File: src/shared/bsg_pkg.sv
package bsg_pkg;
	localparam int unsigned TRI_HOLD_CYCLES   = 80;
	localparam int unsigned FETCH_DELAY_CYCLES = 80;
	localparam int unsigned ADDR_HI_POS       = 20;
	localparam int unsigned CNT_W             = 8;
	localparam logic        BOOT_SEL_RESET    = 1'b1;
	localparam logic        TRI_MODE_RESET    = 1'b0;

	typedef enum logic [1:0] {
		BSG_IN_RESET = 2'b00,
		BSG_WAIT     = 2'b01,
		BSG_RUN      = 2'b10
	} bsg_phase_t;

	typedef struct packed {
		logic       valid;
		logic       write;
		logic [1:0] byte_en;
		logic [3:0] addr_hi;
		logic [3:0] cs_hi;
	} bsg_bus_t;

	typedef struct packed {
		bsg_phase_t       phase;
		logic [CNT_W-1:0] tri_cnt;
		logic [CNT_W-1:0] fetch_cnt;
		logic             boot_flash;
		logic             tri_mode;
		logic             cs_mode;
		logic             fetch_ok;
		logic [3:0]       upper_cs;
		logic             low_wr_n;
		logic             high_wr_n;
		logic             upper_oe_n;
		logic             strobe_oe_n;
		logic             flash_en;
		logic             flash_read_mode;
		logic             busy_oe_n;
	} bsg_state_t;
endpackage : bsg_pkg

File: src/core/bsg_glue.sv
`timescale 1ns/100ps
module bsg_glue (
	// Clock and resets
	input  wire logic              ref_clk_in,
	input  wire logic              rst_in,
	input  wire logic              wdog_reset_in,
	// Straps and flash pins (asynchronous)
	input  wire logic              boot_select_strap_in,
	input  wire logic              tristate_strap_n_in,
	input  wire logic              flash_select_n_in,
	input  wire logic              flash_reset_n_in,
	// Flash die activity
	input  wire logic              flash_op_active_in,
	// Bus controller
	input  wire bsg_pkg::bsg_bus_t bus_in,
	input  wire logic              cs_mode_in,
	input  wire logic              byte_write_mode_in,
	// Pins
	output logic [3:0]             upper_chip_selects_out,
	output logic                   upper_oe_n_out,
	output logic                   low_byte_write_n_out,
	output logic                   high_byte_write_n_out,
	output logic                   strobe_oe_n_out,
	output logic                   flash_busy_n_out,
	output logic                   flash_busy_oe_n_out,
	// Status
	output logic                   boot_flash_out,
	output logic                   tri_mode_out,
	output logic                   fetch_ok_out,
	output logic                   flash_enabled_out,
	output logic                   flash_read_mode_out
);
	localparam int unsigned CNT_W = bsg_pkg::CNT_W;

	// Active-low write strobe for one byte lane; shared by both lanes
	function automatic logic wr_strobe_n(
		input bsg_pkg::bsg_bus_t bus,
		input logic              byte_mode,
		input logic              lane_en
	);
		return !(bus.valid && bus.write && byte_mode && lane_en);
	endfunction : wr_strobe_n

	bsg_pkg::bsg_state_t st_reg;
	logic [1:0]          rst_sync_reg;
	logic                rst_hold;
	logic [CNT_W-1:0]    hold_cnt_reg;
	bsg_pkg::bsg_state_t st_next;
	logic [1:0] sync_a_reg;
	logic [1:0] sync_b_reg;
	logic [1:0] sync_c_reg;
	logic [1:0] sync_d_reg;
	logic [1:0] sync_e_reg;
	logic       boot_s;
	logic       tri_n_s;
	logic       fsel_n_s;
	logic       frst_n_s;
	logic       wdog_s;

	// Straps must be seen while reset is held, so these stages are never reset
	always_ff @(posedge ref_clk_in) begin
		sync_a_reg <= {sync_a_reg[0], boot_select_strap_in};
		sync_b_reg <= {sync_b_reg[0], tristate_strap_n_in};
		sync_c_reg <= {sync_c_reg[0], flash_select_n_in};
		sync_d_reg <= {sync_d_reg[0], flash_reset_n_in};
		sync_e_reg <= {sync_e_reg[0], wdog_reset_in};
	end

	// Reset enters at once, leaves in step with the clock
	always_ff @(posedge ref_clk_in or posedge rst_in) begin
		if (rst_in) begin
			rst_sync_reg <= 2'h3;
		end else begin
			rst_sync_reg <= {rst_sync_reg[0], 1'b0};
		end
	end
	assign rst_hold = rst_sync_reg[1];

	// Tri-state strap low-time counter; runs only while reset is held
	always_ff @(posedge ref_clk_in) begin
		if (!(rst_in || rst_hold)) begin
			hold_cnt_reg <= hold_cnt_reg;
		end else if (tri_n_s) begin
			hold_cnt_reg <= '0;
		end else if (hold_cnt_reg != {CNT_W{1'b1}}) begin
			hold_cnt_reg <= hold_cnt_reg + 1'b1;
		end
	end
	assign boot_s   = sync_a_reg[1];
	assign tri_n_s  = sync_b_reg[1];
	assign fsel_n_s = sync_c_reg[1];
	assign frst_n_s = sync_d_reg[1];
	assign wdog_s   = sync_e_reg[1];

	always_comb begin
		st_next = st_reg;
		case (st_reg.phase)
			// Release edge: straps are taken here only
			bsg_pkg::BSG_IN_RESET: begin
				st_next.tri_cnt = hold_cnt_reg;
				if (!rst_hold) begin
					st_next.boot_flash = ~boot_s;
					st_next.tri_mode = (hold_cnt_reg >= CNT_W'(bsg_pkg::TRI_HOLD_CYCLES))
						&& !tri_n_s;
					st_next.phase = bsg_pkg::BSG_WAIT;
					st_next.fetch_cnt = '0;
				end
			end
			bsg_pkg::BSG_WAIT: begin
				st_next.fetch_cnt = st_reg.fetch_cnt + 1'b1;
				if (st_reg.fetch_cnt == CNT_W'(bsg_pkg::FETCH_DELAY_CYCLES - 1)) begin
					st_next.fetch_ok = 1'b1;
					st_next.phase = bsg_pkg::BSG_RUN;
				end
			end
			bsg_pkg::BSG_RUN: begin
				// Watchdog restarts fetch timing, straps keep their values
				if (wdog_s) begin
					st_next.fetch_ok = 1'b0;
					st_next.fetch_cnt = '0;
					st_next.phase = bsg_pkg::BSG_WAIT;
				end
			end
			default: st_next.phase = bsg_pkg::BSG_IN_RESET;
		endcase
		st_next.cs_mode = st_reg.fetch_ok && cs_mode_in;
		st_next.upper_cs = st_reg.cs_mode ? bus_in.cs_hi : bus_in.addr_hi;
		if (!st_reg.fetch_ok)
			st_next.upper_cs = 4'h0;
		st_next.low_wr_n = wr_strobe_n(bus_in, byte_write_mode_in, bus_in.byte_en[0]);
		st_next.high_wr_n = wr_strobe_n(bus_in, byte_write_mode_in, bus_in.byte_en[1]);
		st_next.upper_oe_n = st_reg.tri_mode;
		st_next.strobe_oe_n = st_reg.tri_mode;
		st_next.flash_en = !fsel_n_s && frst_n_s;
		st_next.flash_read_mode = !frst_n_s || (st_reg.flash_read_mode
			&& !flash_op_active_in);
		st_next.busy_oe_n = !(frst_n_s && flash_op_active_in) || st_reg.tri_mode;
	end

	always_ff @(posedge ref_clk_in or posedge rst_in) begin
		if (rst_in) begin
			st_reg <= '{phase: bsg_pkg::BSG_IN_RESET, tri_cnt: '0, fetch_cnt: '0,
				boot_flash: bsg_pkg::BOOT_SEL_RESET, tri_mode: bsg_pkg::TRI_MODE_RESET,
				cs_mode: 1'b0, fetch_ok: 1'b0, upper_cs: 4'h0, low_wr_n: 1'b1,
				high_wr_n: 1'b1, upper_oe_n: 1'b0, strobe_oe_n: 1'b0, flash_en: 1'b0,
				flash_read_mode: 1'b1, busy_oe_n: 1'b1};
		end else begin
			st_reg <= st_next;
		end
	end

	// Pins and status come straight from the state register, except the busy pad level, which is tied low
	assign upper_chip_selects_out = st_reg.upper_cs;
	assign upper_oe_n_out         = st_reg.upper_oe_n;
	assign low_byte_write_n_out   = st_reg.low_wr_n;
	assign high_byte_write_n_out  = st_reg.high_wr_n;
	assign strobe_oe_n_out        = st_reg.strobe_oe_n;
	// Open drain: the pad only ever pulls low, the enable decides
	assign flash_busy_n_out       = 1'b0;
	assign flash_busy_oe_n_out    = st_reg.busy_oe_n;
	assign boot_flash_out         = st_reg.boot_flash;
	assign tri_mode_out           = st_reg.tri_mode;
	assign fetch_ok_out           = st_reg.fetch_ok;
	assign flash_enabled_out      = st_reg.flash_en;
	assign flash_read_mode_out    = st_reg.flash_read_mode;

	chk_upper_addr: assert property (@(posedge ref_clk_in) disable iff (rst_in)
		(st_reg.fetch_ok && !st_reg.cs_mode)
		|=> upper_chip_selects_out == $past(bus_in.addr_hi))
		else $error("upper lines not carrying address bits");

	chk_read_on_reset: assert property (@(posedge ref_clk_in) disable iff (rst_in)
		!frst_n_s |=> flash_read_mode_out)
		else $error("flash reset did not restore read mode");

	chk_busy_release: assert property (@(posedge ref_clk_in) disable iff (rst_in)
		!flash_op_active_in |=> flash_busy_oe_n_out)
		else $error("busy line held after operation ended");

	chk_low_wr_gate: assert property (@(posedge ref_clk_in) disable iff (rst_in)
		(!byte_write_mode_in || !bus_in.byte_en[0]) |=> low_byte_write_n_out)
		else $error("low byte strobe without low byte write");

	chk_high_wr_gate: assert property (@(posedge ref_clk_in) disable iff (rst_in)
		(!byte_write_mode_in || !bus_in.byte_en[1]) |=> high_byte_write_n_out)
		else $error("high byte strobe without high byte write");

	chk_tri_oe_off: assert property (@(posedge ref_clk_in) disable iff (rst_in)
		tri_mode_out |=> (upper_oe_n_out && strobe_oe_n_out && flash_busy_oe_n_out))
		else $error("driver enabled in tri-state mode");

	chk_straps_hold: assert property (@(posedge ref_clk_in) disable iff (rst_in)
		(st_reg.phase != bsg_pkg::BSG_IN_RESET)
		|=> ($stable(boot_flash_out) && $stable(tri_mode_out)))
		else $error("strap values changed outside reset");

	chk_no_early_fetch: assert property (@(posedge ref_clk_in) disable iff (rst_in)
		(st_reg.phase == bsg_pkg::BSG_IN_RESET) |-> !fetch_ok_out)
		else $error("fetch allowed during reset");

	chk_fetch_count: assert property (@(posedge ref_clk_in) disable iff (rst_in)
		$rose(fetch_ok_out)
		|-> $past(st_reg.fetch_cnt) == CNT_W'(bsg_pkg::FETCH_DELAY_CYCLES - 1))
		else $error("fetch released after wrong cycle count");
endmodule : bsg_glue

File: config.mk
export PLATFORM = sky130hd
export DESIGN_NAME = bsg_glue
export DESIGN_NICKNAME = d
export VERILOG_FILES = /design/src/shared/bsg_pkg.sv /design/src/core/bsg_glue.sv
export SDC_FILE = /design/constraint.sdc
export NUM_CORES = 1
export LEC_CHECK = 0
export BUFFER_PORTS_ARGS = -buffer_cell sky130_fd_sc_hd__buf_2
export CAP_MARGIN = 10
export CORE_MARGIN = 5
export CORE_UTILIZATION = 35
export CTS_CLUSTER_DIAMETER = 150
export DETAILED_ROUTE_END_ITERATION = 8
export HOLD_SLACK_MARGIN = 0.03
export PLACE_DENSITY = 0.65
export SLEW_MARGIN = 30
export SYNTH_ARGS = -nofsm -noshare
export SYNTH_HDL_FRONTEND = slang
export SYNTH_SLANG_ARGS = --single-unit
File: constraint.sdc
create_clock -name ref_clk_in -period 1.6 [get_ports ref_clk_in]
set_input_delay 0.08 -clock ref_clk_in [delete_from_list [all_inputs] [get_ports ref_clk_in]]
set_output_delay 0.08 -clock ref_clk_in [all_outputs]
set_load 0.01 [all_outputs]
==> summary.txt <==
Layout
  • Fill cell instance count of the final layout: 475
  • Growth of design area from synthesis to finish: 34.4%
  • Non-filler cells in the finished layout: 300
  • Combined flip-flop and latch cell area: 1100 µm²
  • N_diodes: 0
  • Final design utilization: 48.6%
  • Final design area excluding fillers: 2500 µm²
  • Fraction of layout instances using a drive strength above 1: 35.2%
  • Max FFs per register: 11
  • Area occupied by multi-input gates: 743 µm²
  • Total Nets Final: 258

Placement
  • Estimated wirelength of the detail-placed design: 2450 µm
  • Placed Cells incl. Taps: 278
  • IO Port Bufs: 35
  • Final weighted congestion in routability-driven placement: 0.825
  • Cell area after placement: 2190 µm²
  • Pre-CTS worst setup slack: -0.0643 ns

Synthesis
  • Distinct cells, synth: 36
  • Synth Flop Type: dfrtp_1
  • Post-synth EDFFs: 8
  • Mapped Area: 1860 µm²
  • Sequential-to-total area share from yosys stat: 59.1%
  • Average size of a mapped cell: 11.1 µm²
  • Synth warnings: 0
  • Cell count after synthesis: 167
  • Async set-reset flop share out of synthesis: 59.1%
  • Post-synthesis register bit count: 44

Routing
  • Overall routed net length: 3800 µm
  • DR vias: 1375
  • Initial drt markers: 63
  • Post-detailed-route via-to-cell ratio: 4.58
  • Number of DRC violations after detailed routing: 0
  • Routed length per placed instance: 12.7 µm
  • First-pass iteration count of the detailed router: 6
  • Antenna violation net count after detailed routing: 0

Worst hold path
  • Kind of path behind the tightest hold check: input pin to flop

Worst setup path
  • Top fanout value on the critical path: 5
  • Crit. End Element: flop
  • Critical Path RT: 1.81 ns
  • Setup slack, reg-to-reg: -0.03 ns
  • Type of element launching the critical path: flop
  • Critical path class: flop to flop
  • Data arrival time of the critical path: 1.84 ns

Floorplanning
  • Placeable Area: 5140 µm²
  • Initial cell density of the core: 36.2%
  • Boundary pin count: 37
  • Die footprint: 6870 µm²
  • # rows: 26
  • Chip Height: 82.9 µm
  • Width of the die: 82.9 µm

Run
  • Maximum capacitance violations: 0

Power
  • Static Leak: 1.12 nW
  • Relative contribution of the clock network to total power: 37.4%
  • Final Power: 2.16 mW
  • Share of power burned in registers: 56.4%
  • Sw Share: 22.6%
  • Cell-internal power: 1.67 mW
  • Combinational cell fraction of total power: 6.2%
  • Worst vdd rail ir drop: 0.646 mV
  • Total power divided by cell area: 863 nW/µm²
  • Sw power: 0.488 mW

STA
  • Final worst-path cycle share: 102%
  • Fmax achieved: 612 MHz
  • Final period demand of the worst path: 1.63 ns
  • Final count of negative-setup-slack endpoints: 1
  • Final Max Slew Viols: 0
  • Total negative slack for setup checks: -0.0345 ns
  • PnR worst setup slack: -0.0345 ns
  • Worst hold-check slack: 0.0395 ns
  • Setup repair after global routing missed its margin: true
  • Clock tree skew after final layout: 0.00423 ns
  • Final hold violation count: 0

Run status
  • Outcome: finished, violations left
  • Violations in the final reports: setup timing

Clock tree
  • Root cell of the clock tree: clkbuf_8
  • Clock transition time at the flip-flop clock pins of the worst setup and hold paths: 0.09 ns
  • Skew-Pair Late Insertion Delay: 0.30 ns
  • Number of clock buffers inserted by TritonCTS: 5
  • Maximum buffer depth of the clock tree: 2
  • CTS tree: built
  • TritonCTS Sinks: 44
  • Htree depth: 2

Global routing
  • Antenna violations before repair: 0
  • Total track usage: 10.9%
  • Global-route wire length before repair: 6130 µm
  • Pin count of the biggest net entering global routing: 27
  • Vias in the first global route: 1401
  • Remaining global-route overflow: 0
critical path, cell delays in order (launching register included):
cell and delay (ns):
dfrtp_1 0.44, inv_1 0.09, ha_1 0.21, a211o_1 0.31, or2_4 0.28, o31ai_1 0.22
routing by layer:
metal | vias up | routed length [µm] | share of wire (%) | GRT usage [%]
met5 | - | 0 | 0 | 0
met4 | 0 | 72 | 1.9 | 5.79
met3 | 7 | 167 | 4.4 | 3.56
met2 | 29 | 1880 | 50 | 18.4
met1 | 653 | 1680 | 44 | 12.2
li1 | 686 | - | - | -
Yosys cell counts, types with 4 or more instances:
cell / number / area, µm²
o21ai_0: 10 / 50.1
dfrtp_1: 19 / 475
a21oi_1: 6 / 30.0
ha_1: 7 / 87.6
inv_1: 8 / 30.0
nor2_1: 12 / 45.0
xor2_1: 4 / 35.0
edfxtp_1: 8 / 240
dfxtp_1: 10 / 200
nor2b_1: 8 / 50.1
dfstp_2: 7 / 184
nand4_1: 5 / 31.3
nand2_1: 15 / 56.3
buf_4: 6 / 45.0
mux2i_1: 4 / 40.0
nand3_1: 8 / 40.0
path summary, 6_finish.rpt:
kind                                             end  cells after the start           from
hold / removal             upper_chip_selects_out[1]                      3      bus_in[5]
setup / recovery                          st_reg[18]                      5     st_reg[32]
setup reg to reg                          st_reg[18]                      5     st_reg[32]
min in group asynchronous                 st_reg[32]                      4         rst_in
max in group asynchronous       low_byte_write_n_out                      4         rst_in
hold reg to reg                        sync_c_reg[1]                      0  sync_c_reg[0]
power groups by stage:
| stage | combinational [mW] | sequential, mW | clock (mW) |
|---|---|---|---|
| global placement | 0.110 | 1.24 | 0 |
| finish | 0.134 | 1.22 | 0.807 |
| floorplan | 0.0589 | 1.24 | 0 |
| global route | 0.153 | 1.22 | 0.876 |
| CTS | 0.134 | 1.22 | 0.833 |
| detailed placement | 0.113 | 1.24 | 0 |
area by class of cell:
cell class                      instances  area share (%)
Clock buffer                            6            3.75
Clock inverter                          2           0.601
Tap cell                               70            3.50
Timing Repair Buffer                   64            17.2
Inverter                                8            1.20
Sequential cell                        44            44.0
Multi-Input combinational cell        106            29.7
cells by family after synthesis:
group	share of synthesized area (%)
other	0.202
adders and majority gates	4.71
DFF	59.1
and+or+nand+nor	17.5
xor gates and xnor gates	2.82
AOI/OAI and AO/OA	8.27
buffers and inverters	5.25
muxes	2.15
cell usage in the layout, fill, tap and decap left out, drive strengths merged, types with 6 or more instances in the layout:
cell type,Yosys,layout
o21ai,10,10
edfxtp,8,8
a21oi,6,6
nand3,8,8
inv,8,10
dfrtp,19,19
ha,7,7
clkbuf,3,6
buf,7,52
dfstp,7,7
nor2,12,12
nand2,15,15
dfxtp,10,10
dlygate4sd3,0,12
nor2b,9,9
what timing repair did:
item	CTS	global route
pin swaps	5	4
endpoints found under the setup margin	5	10
buffers inserted	2	0
hold buffers	12	0
hold endpoints to repair	29	0
resized for setup	3	15
(Power assumes the default switching activity.)
